**src/tis_pkg.sv**
```systemverilog
// Package for the timer interrupt status and test block.
// Assumes a 32-bit AHB-Lite slave port with word-aligned registers.
package tis_pkg;

    // Register byte offsets
    localparam logic [7:0] TIS_OFS_STATUS_TEST = 8'h00;
    localparam logic [7:0] TIS_OFS_MASK_SELECT = 8'h04;

    // Status and test register fields
    localparam int TIS_BIT_FORCE_IRQ = 7;
    localparam int TIS_BIT_SELFTEST = 6;
    localparam int TIS_BIT_SW_IN_B = 5;
    localparam int TIS_BIT_SW_IN_A = 4;
    localparam int TIS_BIT_FLAG_C = 2;
    localparam int TIS_BIT_FLAG_B = 1;
    localparam int TIS_BIT_FLAG_A = 0;

    // Mask and select register fields
    localparam int TIS_BIT_GLOBAL_EN = 7;
    localparam int TIS_SEL_LSB = 4;
    localparam int TIS_BIT_MASK_C = 2;
    localparam int TIS_BIT_MASK_B = 1;
    localparam int TIS_BIT_MASK_A = 0;

    // Writable bits of each register
    localparam logic [7:0] TIS_TEST_WR_MASK = 8'hF0;
    localparam logic [7:0] TIS_MSEL_WR_MASK = 8'hF7;

    // Values after reset
    localparam logic [7:0] TIS_TEST_RESET = 8'h00;
    localparam logic [7:0] TIS_MSEL_RESET = 8'h00;
    localparam logic [2:0] TIS_FLAG_RESET = 3'h0;

    // AHB transfer type and response
    localparam logic [1:0] TIS_HTRANS_NONSEQ = 2'h2;
    localparam logic [1:0] TIS_HTRANS_SEQ = 2'h3;
    localparam logic TIS_HRESP_OKAY = 1'h0;

    // Line select code to serial interrupt number
    localparam logic [3:0] TIS_IRQ_MAP [8] = '{4'h3, 4'h4, 4'h5, 4'hA, 4'h6, 4'h7, 4'h9, 4'hB};

endpackage

```
**src/tis_timer_irq.sv**
```systemverilog
// Timer interrupt status, test control and interrupt line routing.
// Assumes the counters' terminal count outputs and the pins are synchronous to clk_sys.
//
// Register access over AHB-Lite and the placing of the registers were decided locally.
`timescale 1ns/1ps

// What this block does
// - With the force-interrupt bit and the global enable both set, the selected line is asserted whatever the masks.
// - With the self-test bit set, the timer a and b output pins float and their external input pins are ignored.
// - In self-test, bit 5 replaces the external timer b input pin.
// - In self-test, bit 4 replaces the external timer a input pin.
// - Both software input bits are ignored, and the self-test counter inputs stay deasserted, while the force-interrupt bit is 0; they still read back as written.
// - Bit 3 is reserved: writes do nothing and it reads 0.
// - Flags 2, 1 and 0 set on a rising terminal count of timers c, b and a and stay set until cleared.
// - Each flag reads back its state and clears when software writes 1 to it, unless its rising terminal count arrives in the same cycle.
// - A 3-bit select field maps the interrupt onto serial lines 3, 4, 5, 10, 6, 7, 9, 11.
// - Per-timer mask bits enable each flag's contribution and a global enable gates them all.
module tis_timer_irq
    import tis_pkg::*;
(
    // Clock and reset
    input wire logic clk_sys,
    input wire logic rst,
    // AHB-Lite slave
    input wire logic hsel,
    input wire logic [31:0] haddr,
    input wire logic [1:0] htrans,
    input wire logic hwrite,
    input wire logic [2:0] hsize,
    input wire logic [31:0] hwdata,
    input wire logic hready,
    output logic hreadyout,
    output logic hresp,
    output logic [31:0] hrdata,
    // Terminal counts from the counters
    input wire logic tc_timer_a,
    input wire logic tc_timer_b,
    input wire logic tc_timer_c,
    // Timer pins
    input wire logic in_pin_timer_a,
    input wire logic in_pin_timer_b,
    output logic out_pin_timer_a,
    output logic out_pin_timer_a_oe_n,
    output logic out_pin_timer_b,
    output logic out_pin_timer_b_oe_n,
    // Input controls to the counters
    output logic timer_in_a,
    output logic timer_in_b,
    // Serial interrupt request lines, one bit per IRQ number
    output logic [15:0] irq_lines
);

    logic [7:0] test_reg;
    logic [7:0] next_test_reg;
    logic [7:0] msel_reg;
    logic [7:0] next_msel_reg;
    logic [2:0] flags;
    logic [2:0] next_flags;
    logic [2:0] tc_prev;
    logic [2:0] rise;
    logic dp_write;
    logic next_dp_write;
    logic [7:0] dp_addr;
    logic [7:0] next_dp_addr;
    logic [31:0] next_hrdata;
    logic [15:0] next_irq_lines;
    logic addr_phase;
    logic [7:0] status_view;
    logic irq_active;
    logic force_irq_test;
    logic timer_selftest_mode;
    logic sw_input_timer_a;
    logic sw_input_timer_b;
    logic timer_irq_global_enable;
    logic [2:0] irq_line_select;
    logic [2:0] mask_timers;

    assign force_irq_test = test_reg[TIS_BIT_FORCE_IRQ];
    assign timer_selftest_mode = test_reg[TIS_BIT_SELFTEST];
    assign sw_input_timer_a = test_reg[TIS_BIT_SW_IN_A];
    assign sw_input_timer_b = test_reg[TIS_BIT_SW_IN_B];
    assign timer_irq_global_enable = msel_reg[TIS_BIT_GLOBAL_EN];
    assign irq_line_select = msel_reg[TIS_SEL_LSB +: 3];
    assign mask_timers = {msel_reg[TIS_BIT_MASK_C], msel_reg[TIS_BIT_MASK_B], msel_reg[TIS_BIT_MASK_A]};

    assign hreadyout = 1'b1;
    assign hresp = TIS_HRESP_OKAY;

    // Bus address phase and read data
    assign addr_phase = hsel && hready && (htrans == TIS_HTRANS_NONSEQ || htrans == TIS_HTRANS_SEQ);
    assign status_view = {test_reg[7:4], 1'b0, flags};

    always_comb begin
        next_dp_write = addr_phase && hwrite;
        next_dp_addr = haddr[7:0];
        next_hrdata = hrdata;
        if (addr_phase && !hwrite) begin
            unique case (haddr[7:0])
                TIS_OFS_STATUS_TEST: next_hrdata = {24'h000000, status_view};
                TIS_OFS_MASK_SELECT: next_hrdata = {24'h000000, msel_reg};
                default: next_hrdata = 32'h00000000;
            endcase
        end
    end

    always_ff @(posedge clk_sys or posedge rst) begin
        if (rst) begin
            dp_write <= 1'b0;
            dp_addr <= 8'h00;
            hrdata <= 32'h00000000;
        end else begin
            dp_write <= next_dp_write;
            dp_addr <= next_dp_addr;
            hrdata <= next_hrdata;
        end
    end

    // Register writes and flag capture
    assign rise = {tc_timer_c, tc_timer_b, tc_timer_a} & ~tc_prev;

    always_comb begin
        next_test_reg = test_reg;
        next_msel_reg = msel_reg;
        next_flags = flags | rise;
        if (dp_write && dp_addr == TIS_OFS_STATUS_TEST) begin
            next_test_reg = hwdata[7:0] & TIS_TEST_WR_MASK;
            next_flags = (flags & ~hwdata[2:0]) | rise;
        end
        if (dp_write && dp_addr == TIS_OFS_MASK_SELECT) begin
            next_msel_reg = hwdata[7:0] & TIS_MSEL_WR_MASK;
        end
    end

    always_ff @(posedge clk_sys or posedge rst) begin
        if (rst) begin
            test_reg <= TIS_TEST_RESET;
            msel_reg <= TIS_MSEL_RESET;
            flags <= TIS_FLAG_RESET;
            tc_prev <= 3'h0;
        end else begin
            test_reg <= next_test_reg;
            msel_reg <= next_msel_reg;
            flags <= next_flags;
            tc_prev <= {tc_timer_c, tc_timer_b, tc_timer_a};
        end
    end

    // Pins and counter input controls
    assign out_pin_timer_a = tc_timer_a;
    assign out_pin_timer_b = tc_timer_b;
    assign out_pin_timer_a_oe_n = timer_selftest_mode;
    assign out_pin_timer_b_oe_n = timer_selftest_mode;
    assign timer_in_a = timer_selftest_mode ? (sw_input_timer_a && force_irq_test) : in_pin_timer_a;
    assign timer_in_b = timer_selftest_mode ? (sw_input_timer_b && force_irq_test) : in_pin_timer_b;

    // Interrupt routing
    assign irq_active = timer_irq_global_enable && (force_irq_test || |(flags & mask_timers));

    always_comb begin
        next_irq_lines = 16'h0000;
        next_irq_lines[TIS_IRQ_MAP[irq_line_select]] = irq_active;
    end

    always_ff @(posedge clk_sys or posedge rst) begin
        if (rst) begin
            irq_lines <= 16'h0000;
        end else begin
            irq_lines <= next_irq_lines;
        end
    end

    // Checks
    a_force_irq_line: assert property (@(posedge clk_sys) disable iff (rst)
        (force_irq_test && timer_irq_global_enable) |=> irq_lines[TIS_IRQ_MAP[$past(irq_line_select)]])
        else $error("forced interrupt not on selected line");

    a_no_irq_disabled: assert property (@(posedge clk_sys) disable iff (rst)
        !timer_irq_global_enable |=> irq_lines == 16'h0000)
        else $error("interrupt raised while globally disabled");

    a_masked_flag_quiet: assert property (@(posedge clk_sys) disable iff (rst)
        (!force_irq_test && (flags & mask_timers) == 3'h0) |=> irq_lines == 16'h0000)
        else $error("interrupt raised with no enabled flag");

    a_flag_irq_line: assert property (@(posedge clk_sys) disable iff (rst)
        (timer_irq_global_enable && irq_line_select == 3'h3 && (flags & mask_timers) != 3'h0)
        |=> irq_lines == 16'h0400)
        else $error("select code 3 not mapped to line 10");

    a_selftest_float: assert property (@(posedge clk_sys) disable iff (rst)
        timer_selftest_mode |-> (out_pin_timer_a_oe_n && out_pin_timer_b_oe_n
            && timer_in_a == (sw_input_timer_a && force_irq_test)))
        else $error("self-test pins not released");

    a_normal_pins: assert property (@(posedge clk_sys) disable iff (rst)
        !timer_selftest_mode |-> (!out_pin_timer_b_oe_n && timer_in_b == in_pin_timer_b))
        else $error("normal pins not driven");

    a_sw_in_ignored: assert property (@(posedge clk_sys) disable iff (rst)
        !force_irq_test |-> (timer_selftest_mode ? (!timer_in_a && !timer_in_b) : 1'b1))
        else $error("software input used while force bit low");

    a_rise_sets_flag: assert property (@(posedge clk_sys) disable iff (rst)
        $rose(tc_timer_c) |=> flags[TIS_BIT_FLAG_C])
        else $error("rising terminal count lost");

    a_flag_holds: assert property (@(posedge clk_sys) disable iff (rst)
        (flags[TIS_BIT_FLAG_A] && !(dp_write && dp_addr == TIS_OFS_STATUS_TEST))
        |=> flags[TIS_BIT_FLAG_A])
        else $error("flag dropped without clear");

    a_w1c_clear: assert property (@(posedge clk_sys) disable iff (rst)
        (dp_write && dp_addr == TIS_OFS_STATUS_TEST && hwdata[TIS_BIT_FLAG_B] && !rise[1])
        |=> !flags[TIS_BIT_FLAG_B])
        else $error("write one did not clear flag");

    a_reserved_zero: assert property (@(posedge clk_sys) disable iff (rst)
        ##1 $past(addr_phase && !hwrite && haddr[7:0] == TIS_OFS_STATUS_TEST) |-> !hrdata[3])
        else $error("reserved bit read as one");

endmodule // tis_timer_irq

```
**config.mk**
```make
export PLATFORM = sky130hd
export DESIGN_NAME = tis_timer_irq
export DESIGN_NICKNAME = d
export VERILOG_FILES = /design/src/tis_pkg.sv /design/src/tis_timer_irq.sv
export SDC_FILE = /design/constraint.sdc
export NUM_CORES = 1
export LEC_CHECK = 0
export BUFFER_PORTS_ARGS = -buffer_cell sky130_fd_sc_hd__buf_2
export CAP_MARGIN = 20
export CORE_ASPECT_RATIO = 0.7
export CORE_UTILIZATION = 43
export DETAILED_ROUTE_END_ITERATION = 7
export GPL_ROUTABILITY_DRIVEN = 0
export MAX_ROUTING_LAYER = met4
export PLACE_DENSITY = 0.8
export SLEW_MARGIN = 5
export SYNTH_ARGS = -nofsm -noshare
export SYNTH_HDL_FRONTEND = slang
export SYNTH_SLANG_ARGS = --single-unit
```
**constraint.sdc**
```tcl
create_clock -name clk_sys -period 2.1 [get_ports clk_sys]
set_clock_uncertainty 0.05 [all_clocks]
set_input_delay 0.105 -clock clk_sys [delete_from_list [all_inputs] [get_ports clk_sys]]
set_output_delay 0.105 -clock clk_sys [all_outputs]
set_load 0.05 [all_outputs]
```
==> results of run 1 <==
==> how the worst max path moves through the flow <==
stage,to,depth (start not counted),from,slack (ps)
floorplan,timer_in_a,1,test_reg[6]$_DFFE_PP0N_,160
global placement,irq_lines[4]$_DFF_PP0_,5,msel_reg[4]$_DFFE_PP0P_,340
detailed placement,irq_lines[4]$_DFF_PP0_,5,msel_reg[4]$_DFFE_PP0P_,340
CTS,irq_lines[8]$_DFF_PP0_,5,msel_reg[4]$_DFFE_PP0P_,320
global route,irq_lines[4]$_DFF_PP0_,5,msel_reg[4]$_DFFE_PP0P_,150
finish,irq_lines[4]$_DFF_PP0_,5,msel_reg[4]$_DFFE_PP0P_,290
==> synth_stat cells (3+ instances only) <==
library cell	count
buf_4	30
nor3_1	5
o21ai_0	12
mux2_2	11
dfrtp_1	49
nor2b_1	4
mux2i_1	7
nor3b_1	4
nor2_1	13
inv_1	8
nand2_1	7
a221o_1	3
ha_1	5
==> worst reg2reg max path: stages (launching register included) <==
cell     delay, ps
dfrtp_1        480
inv_1          120
ha_1           390
and3b_1        210
o21ai_0        320
nor2_1         110
==> layer usage <==
metal  track usage [%]  up-vias  routed length (µm)
met3             4.227       12                 258
met2             24.00       53                1762
met4             9.602        0                 100
li1                  -      710                   -
met5                 -        -                   0
met1             22.06      700                1880
==> power groups by stage <==
stage | registers, W | clock network, W | logic [W]
2_1_floorplan | 0.00105 | 0 | 0.000247
3_3_place_gp | 0.00102 | 0 | 0.000300
4_1_cts | 0.000999 | 0.000540 | 0.000324
6_report | 0.000999 | 0.000521 | 0.000324
5_1_grt | 0.00100 | 0.000572 | 0.000351
3_5_place_dp | 0.00102 | 0 | 0.000303
==> placed cells by master (no fill, tap or decap), types with 2 or more instances in the layout <==
| cell type | netlist | final |
|---|---|---|
| buf_2 | 0 | 54 |
| dfrtp_1 | 49 | 49 |
| conb_1 | 2 | 30 |
| dlygate4sd3_1 | 0 | 15 |
| nor2_1 | 13 | 13 |
| o21ai_0 | 12 | 12 |
| mux2_2 | 11 | 11 |
| mux2i_1 | 7 | 7 |
| nand2_1 | 7 | 7 |
| inv_1 | 8 | 7 |
| nor3_1 | 5 | 5 |
| ha_1 | 5 | 5 |
| clkbuf_8 | 0 | 5 |
| nor3b_1 | 4 | 4 |
| nor2b_1 | 4 | 4 |
| a221o_1 | 3 | 3 |
| nand3b_1 | 2 | 2 |
| and3b_1 | 2 | 2 |
| o22ai_1 | 2 | 2 |
| nand3_1 | 2 | 2 |
| clkinv_2 | 0 | 2 |
| buf_4 | 30 | 2 |
==> final cells by class <==
type | count | share of cell area [%]
well taps | 69 | 3.235
flip-flops and latches | 49 | 45.94
inverters | 8 | 1.125
repair buffers | 71 | 16.32
multi-input cells | 122 | 30.29
clock inverters | 2 | 0.3751
clock buffers | 6 | 2.719
==> stage by stage <==
step | util, % | setup slack [ps] | power, W | instance area, µm²
2_1_floorplan | - | 159.4 | 0.001295 | 2297
3_3_place_gp | 50.39 | 343.4 | 0.001316 | 2436
3_5_place_dp | 50.39 | 343.1 | 0.001320 | 2436
4_1_cts | 55.20 | 323.3 | 0.001864 | 2669
5_1_grt | 55.20 | 150.2 | 0.001927 | 2669
6_report | 55.20 | 294.3 | 0.001844 | 2669
==> what timing repair did <==
action | in CTS | in global routing
hold buffers | 15 | 0
setup buffers | 0 | 0
hold endpoints to repair | 30 | 0
==> kinds of logic (layout without fill, tap and decap cells) <==
kind of cell | count (synthesis) | count (layout)
flip-flops | 49 | 49
AND/OR/NAND/NOR | 49 | 49
multiplexers | 18 | 18
AO/OA/AOI/OAI | 20 | 20
buffers and inverters | 40 | 87
adder cells (fa/ha/maj) | 5 | 5
other | 2 | 30
==> flow_metrics.tcl, run 1 <==
set metrics [dict create \
    outcome "finished clean" \
    synthXorXnorAreaFrac_pct 0 \
    synth_top_family_by_area "simple AND/OR/NAND/NOR gates" \
    grt_pass1_wl_um 6313 \
    ys_warn_count 0 \
    worstReg2RegEnd "irq_lines[4]$_DFF_PP0_" \
    synthesis.area_um2 2192 \
    grt_max_degree 22 \
    fmax_ghz 0.5538 \
    start_kind "flop" \
    slowest_delay_ps 480 \
    p_sw_w 0.0005555 \
    cts_buffers 5 \
    nets 341 \
    via_per_inst 4.511 \
    grt_pass1_vias 1328 \
    antenna_found_initial 0 \
    synthMuxAreaShare_pct 8.847 \
    synth_edf_count 0 \
    maxCapViolations 0 \
    regArea_um2 1226 \
    die_area_um2 5392 \
    internal_power_w 0.001289 \
    hp-class "in2reg" \
    cts_resized 0 \
    r2r_cells 5 \
    clock_path_buffers 2 \
    crit_family "flip-flops" \
    tns_ps 0 \
    crit_type "reg2reg" \
    ys_ff_latch 49 \
    ys_top_cells_by_area "dfrtp_1 (56%), buf_4 (10%), mux2_2 (5.7%)" \
    clkSinkCount 49 \
    largest_reg_flops 16 \
    synth_fa_ha_area_share_pct 2.854 \
    reg2reg_slack_ps 290 \
    wirelength_um 4001 \
    period_needed_ps 1806 \
    htreeDepth 2 \
    grtUsageTotal_pct 16.80 \
    root_buffer "clkbuf_8" \
    drtIter0Drc 86 \
    top_register "irq_lines" \
    drive_above_1_share_pct 31.01 \
    multi_input_area_um2 808.3 \
    io_pins 135 \
    wl_per_cell_um 12.24 \
    port_buffers 54 \
    setup_violations 0 \
    area_delta_synth_final_pct 21.75 \
    leakage_nw 1.367 \
    fin_crit_sh_pct 85.98 \
    worst_hold_slack_ps 9.255 \
    end_kind "flop" \
    avgSynthCellArea_um2 11.98 \
    n_antenna_cell 0 \
    core_um2 4835 \
    path_cells "inv_1 > ha_1 > and3b_1 > o21ai_0 > nor2_1" \
    synth_simple_gate_area_share_pct 14.27 \
    maxSlewViolCount 0 \
    async_reset_ff_share_pct 100.0 \
    slowest_stage "dfrtp_1" \
    peakVddDrop_uv 281.9 \
    clk-insertion-delay-late_ps 300 \
    stdcell_count 327 \
    min_delay_path_depth 2 \
    fillers 438 \
    finalHoldViolations 0 \
    synth_largest_area_cell "dfrtp_1" \
    r2r-start "msel_reg[4]$_DFFE_PP0P_" \
    dpl.cell_count 304 \
    syn-instance-count 183 \
    crit_arrival_ps 1930 \
    reg_top3 "irq_lines x16, dp_addr x8" \
    vias 1475 \
    synth_compound_area_share_pct 5.765 \
    yosysSeqAreaShare_pct 55.94 \
    cts_tree "built" \
    ant_nets 0 \
    rows 21 \
    ys.flop_type "dfrtp_1" \
    start_util_pct 45.34 \
    clkTransAtPathRegs_ps 80 \
    hpwl_um 2910 \
    synth.distinct_cells 33 \
    p_seq_share_pct 54.2 \
    drc_errors 0 \
    holdPathEnd "test_reg[7]$_DFFE_PP0N_" \
    crit_buf_inv 1 \
    dr.pass1.iters 7 \
    die_x_um 87.34 \
    cp.required_ps 2220 \
    clkPwrFrac_pct 28.3 \
    hp-start "hwdata[7]" \
    yosysTopAreaCellShare_pct 55.94 \
    die_height_um 61.74 \
    power.density_nw_per_um2 690.9 \
    rsz0062_at_grt "no" \
    sw_frac_of_total_pct 30.12 \
    grt_overflow_total 0 \
    crit_fanout 8 \
    power_frac_comb_pct 17.6 \
]
(Power assumes the default switching activity.)
==> run 2, diff against run 1 <==
--- a/config.mk
+++ b/config.mk
@@ -5,10 +5,11 @@
 export SDC_FILE = /design/constraint.sdc
 export NUM_CORES = 1
 export LEC_CHECK = 0
+export ABC_AREA = 1
 export BUFFER_PORTS_ARGS = -buffer_cell sky130_fd_sc_hd__buf_2
 export CAP_MARGIN = 20
 export CORE_ASPECT_RATIO = 0.7
-export CORE_UTILIZATION = 43
+export CORE_UTILIZATION = 44
 export DETAILED_ROUTE_END_ITERATION = 7
 export GPL_ROUTABILITY_DRIVEN = 0
 export MAX_ROUTING_LAYER = met4
==> flow_metrics.tcl, run 2 <==
set metrics [dict create \
    outcome "finished clean" \
    vias 1829 \
    core_um2 4966 \
    maxSlewViolCount 0 \
    hp-class "in2reg" \
    wl_per_cell_um 10.26 \
    peakVddDrop_uv 377.4 \
    synth_edf_count 0 \
    crit_fanout 11 \
    power.density_nw_per_um2 623.7 \
    cts_setup_buffers 0 \
    ys_ff_latch 49 \
    grt_max_degree 36 \
    end_kind "flop" \
    cts_tree "built" \
    rows 21 \
    grtUsageTotal_pct 17.84 \
    drtIter0Drc 83 \
    clk-insertion-delay-late_ps 310 \
    most-common-layout-cells "nand2_1 (89), buf_2 (54), dfrtp_1 (49)" \
    utilization_pct 58.28 \
    area_delta_synth_final_pct 22.64 \
    syn-instance-count 273 \
    finalHoldViolations 0 \
    crit_type "reg2reg" \
    crit_arrival_ps 1720 \
    cts_buffers 5 \
    async_reset_ff_share_pct 100.0 \
    port_buffers 54 \
    clock_path_buffers 2 \
    synthTopCellsByCount "nand2_1 (89), dfrtp_1 (49), buf_4 (30), nor2_1 (26), inv_1 (20)" \
    leakage_nw 1.643 \
    reg_top3 "irq_lines x16, dp_addr x8" \
    grt_pass1_wl_um 7341 \
    period_needed_ps 1567 \
    dr.pass1.iters 4 \
    top_register "irq_lines" \
    drive_above_1_share_pct 26.20 \
    ys_warn_count 0 \
    largest_reg_flops 16 \
    synthesis.area_um2 2360 \
    final_common_cell "nand2_1" \
    io_pins 135 \
    grt_pass1_vias 1736 \
    die_height_um 63.27 \
    grt_overflow_total 0 \
    drc_errors 0 \
    clkSinkCount 49 \
    start_util_pct 47.52 \
    start_kind "flop" \
    n_antenna_cell 0 \
    setup_violations 0 \
    clkTransAtPathRegs_ps 90 \
    antenna_found_initial 0 \
    finalPower_w 0.001805 \
    avgSynthCellArea_um2 8.644 \
    maxCapViolations 0 \
    synth.distinct_cells 21 \
    yosysTopAreaCellShare_pct 51.96 \
    fmax_ghz 0.6383 \
    rsz0062_at_grt "no" \
    die_x_um 89.53 \
    tns_ps 0 \
    fin_crit_sh_pct 74.60 \
    worst_hold_slack_ps 175.2 \
    slew_headroom_pct 52.95 \
    hpwl_um 3285 \
    synth_most_common_cell "nand2_1" \
    wirelength_um 4349 \
    cts_resized 0 \
    via_per_inst 4.314 \
    cts_hold_buf 21 \
    ys.flop_type "dfrtp_1" \
    root_buffer "clkbuf_8" \
    synth_largest_area_cell "dfrtp_1" \
    htreeDepth 2 \
    cp.required_ps 2260 \
    ys_top_cells_by_area "dfrtp_1 (52%), nand2_1 (14%), buf_4 (9.5%)" \
    die_area_um2 5665 \
    tightest_slew_ps 704.7 \
    nets 438 \
    ant_nets 0 \
    yosysSeqAreaShare_pct 51.96 \
]
-- run 2: cell type report --
| class | count | area (µm²) |
|---|---|---|
| Fill cell | 458 | 2072 |
| Multi-Input combinational cell | 198 | 905.9 |
| Clock buffer | 5 | 68.82 |
| Clock inverter | 3 | 21.27 |
| Tap cell | 69 | 86.33 |
| Sequential cell | 49 | 1226 |
| Timing Repair Buffer | 78 | 503.0 |
| Inverter | 22 | 82.58 |
-- run 2: logic make-up after synthesis --
| logic type | Yosys count | share of synthesized area [%] |
|---|---|---|
| buffers and inverters | 54 | 14.10 |
| AOI/OAI and AO/OA | 9 | 2.704 |
| and+or+nand+nor | 154 | 28.26 |
| DFF | 49 | 51.96 |
| other | 2 | 0.3183 |
| adders and majority gates | 5 | 2.651 |
-- run 2: metal layers --
layer  up-vias  part of all wire, %  global-route usage (%)
met5         -                    0                       -
met3        10                  6.9                   4.980
met1       826                   46                   22.14
met2        61                   45                   27.10
met4         0                  2.0                   7.937
li1        932                    -                       -
-- run 2: critical path, stage by stage (launching register included) --
cell     delay, ps
dfrtp_1        490
inv_2           70
nor2_2          90
nand3_2         90
nor2_4         320
inv_1          170
nand2_1        120
nand2_1         50
-- run 2: final timing paths --
kind / startpoint / end / slack, ps / cells after the start
worst max-delay path: dp_write$_DFF_PP0_ / msel_reg[1]$_DFFE_PP0P_ / 530 / 7
worst min-delay path: hready / hrdata[2]$_DFFE_PP0P_ / 180 / 5
worst max register to register: dp_write$_DFF_PP0_ / msel_reg[1]$_DFFE_PP0P_ / 530 / 7
worst min register to register: tc_prev[1]$_DFF_PP0_ / flags[1]$_DFF_PP0_ / 430 / 3
max in group asynchronous: rst / hrdata[0]$_DFFE_PP0P_ / 1000 / 4
min in group asynchronous: rst / test_reg[4]$_DFFE_PP0N_ / 410 / 3
-- run 2: per-stage QoR --
stage / area, µm² / cells / worst slack [ps]
after floorplan: 2465 / 301 / 155.7
after global placement: 2594 / 395 / 594.9
after detailed placement: 2594 / 395 / 548.1
after CTS: 2894 / 424 / 520.7
after global routing: 2894 / 424 / 357.7
final: 2894 / 424 / 533.5
-- run 2: power by group --
| group | internal (W) | switching [W] | leakage (nW) |
|---|---|---|---|
| logic | 0.0000644 | 0.000209 | 1.02 |
| clock network | 0.000236 | 0.000321 | 0.0445 |
| registers | 0.000963 | 0.0000116 | 0.574 |
==> run 3, diff against run 2 <==
--- a/config.mk
+++ b/config.mk
@@ -9,11 +9,11 @@
 export BUFFER_PORTS_ARGS = -buffer_cell sky130_fd_sc_hd__buf_2
 export CAP_MARGIN = 20
 export CORE_ASPECT_RATIO = 0.7
-export CORE_UTILIZATION = 44
+export CORE_UTILIZATION = 40
 export DETAILED_ROUTE_END_ITERATION = 7
 export GPL_ROUTABILITY_DRIVEN = 0
 export MAX_ROUTING_LAYER = met4
-export PLACE_DENSITY = 0.8
+export PLACE_DENSITY = 0.77
 export SLEW_MARGIN = 5
 export SYNTH_ARGS = -nofsm -noshare
 export SYNTH_HDL_FRONTEND = slang
==> constraint.sdc (replaced) <==
create_clock -name clk_sys -period 1.4 [get_ports clk_sys]
set_clock_uncertainty 0.05 [all_clocks]
set_input_delay 0.07 -clock clk_sys [delete_from_list [all_inputs] [get_ports clk_sys]]
set_output_delay 0.07 -clock clk_sys [all_outputs]
set_load 0.05 [all_outputs]
==> flow_metrics.tcl, run 3 (synthesis results as in run 2) <==
set metrics [dict create \
    nets 446 \
    grt_max_degree 50 \
    hpwl_um 3368 \
    regArea_um2 1227 \
    final_common_cell "nand2_1" \
    grt_overflow_total 0 \
    fmax_ghz 0.7237 \
    most-common-layout-cells "nand2_1 (86), buf_2 (52), dfrtp_1 (48)" \
    setup_violations 0 \
    wl_per_cell_um 10.75 \
    top_layer_used "met4" \
    cts_buffers 5 \
    drtIter0Drc 110 \
    met3_length_um 228 \
    clk-insertion-delay-late_ps 300 \
    io_pins 135 \
    p_sw_w 0.0008073 \
    clkSinkCount 49 \
    wl_met1_um 2246 \
    n_antenna_cell 0 \
    crit_type "reg2reg" \
    power_frac_comb_pct 14.6 \
    fin_crit_sh_pct 98.70 \
    maxCapViolations 0 \
    maxSlewViolCount 0 \
    finalHoldViolations 0 \
    largest_reg_flops 16 \
    area_delta_synth_final_pct 31.87 \
    drive_above_1_share_pct 32.23 \
    via_per_inst 4.308 \
    crit_fanout 4 \
    reg_top3 "irq_lines x16, dp_addr x8" \
    internal_power_w 0.002134 \
    fillers 482 \
    grt_pass1_vias 1623 \
    start_util_pct 43.30 \
    grtUsageTotal_pct 16.12 \
    outcome "finished clean" \
    worst_hold_slack_ps 257.6 \
    tns_ps 0 \
    sw_frac_of_total_pct 27.45 \
    drc_errors 0 \
    core_um2 5450 \
    power.density_nw_per_um2 945.2 \
    clkPwrFrac_pct 35.7 \
    start_kind "flop" \
    period_needed_ps 1382 \
    antenna_found_initial 0 \
    clkTransAtPathRegs_ps 90 \
    rows 22 \
    vias 1874 \
    cts_tree "built" \
    ant_nets 0 \
    hp-class "in2reg" \
    die_height_um 66.26 \
    multi_input_area_um2 994.7 \
    dr.pass1.iters 4 \
    rsz0062_at_grt "yes" \
    port_buffers 54 \
    clock_path_buffers 2 \
    leakage_nw 1.698 \
    root_buffer "clkbuf_8" \
    finalPower_w 0.002941 \
    wl_met2_um 2067 \
    grt_pass1_wl_um 7376 \
    p_seq_share_pct 49.7 \
    die_x_um 93.80 \
    end_kind "flop" \
    top_register "irq_lines" \
    wirelength_um 4676 \
    cp.required_ps 1590 \
    htreeDepth 2 \
    peakVddDrop_uv 386.6 \
    die_area_um2 6215 \
    crit_arrival_ps 1570 \
]
run 3: stage by stage:
step	cell area (µm²)	util [%]	setup slack (ps)	cells
after floorplan	2465	-	-130.5	301
after global placement	2660	48.81	40.29	403
after detailed placement	2660	48.81	-14.95	403
after CTS	3010	55.23	7.063	433
after global routing	3112	57.09	-78.85	435
final	3112	57.09	18.22	435
run 3: power groups by stage:
stage | registers, W | clock network, W | logic (W)
2_1_floorplan | 0.00152 | 0 | 0.000314
3_3_place_gp | 0.00149 | 0 | 0.000371
3_5_place_dp | 0.00149 | 0 | 0.000376
4_1_cts | 0.00146 | 0.00107 | 0.000423
5_1_grt | 0.00147 | 0.00114 | 0.000465
6_report | 0.00146 | 0.00105 | 0.000429
run 3: repair_timing:
action	CTS	global route
pin swaps	0	10
setup endpoints to repair	7	22
endpoints found under the hold margin	75	0
gates resized for setup	3	24
hold buffers	21	0
buffers inserted	1	2
gates cloned	0	0
run 3: routing by layer:
layer / vias up / GRT usage [%]
met2: 63 / 23.54
li1: 950 / -
met4: 0 / 6.346
met1: 846 / 21.85
met3: 15 / 3.563
met5: - / -
run 3: critical path, stage by stage (launching register included):
cell and delay (ps):
dfrtp_1 410, inv_2 80, ha_4 290, nand2_4 80
nand2_4 110, nand2_2 60, inv_2 60, nand2_1 50
nor2_1 110
run 3: final cells by class:
type | count | share of cell area, %
timing repair buffer | 86 | 19.18
clock inverter | 2 | 1.206
sequential | 49 | 39.45
clock buffer | 6 | 2.654
tap | 72 | 2.895
multi-input combinational | 198 | 31.97
inverter | 22 | 2.654
run 3: final timing paths:
check,to,slack (ps),cells past startpoint,from
hold reg to reg,flags[0]$_DFF_PP0_,430,3,tc_prev[0]$_DFF_PP0_
setup / recovery,irq_lines[12]$_DFF_PP0_,20,8,msel_reg[4]$_DFFE_PP0P_
min in group asynchronous,hrdata[6]$_DFFE_PP0P_,280,4,rst
max in group asynchronous,test_reg[6]$_DFFE_PP0N_,780,4,rst
hold / removal,hrdata[6]$_DFFE_PP0P_,260,6,hready
setup reg to reg,irq_lines[12]$_DFF_PP0_,20,8,msel_reg[4]$_DFFE_PP0P_
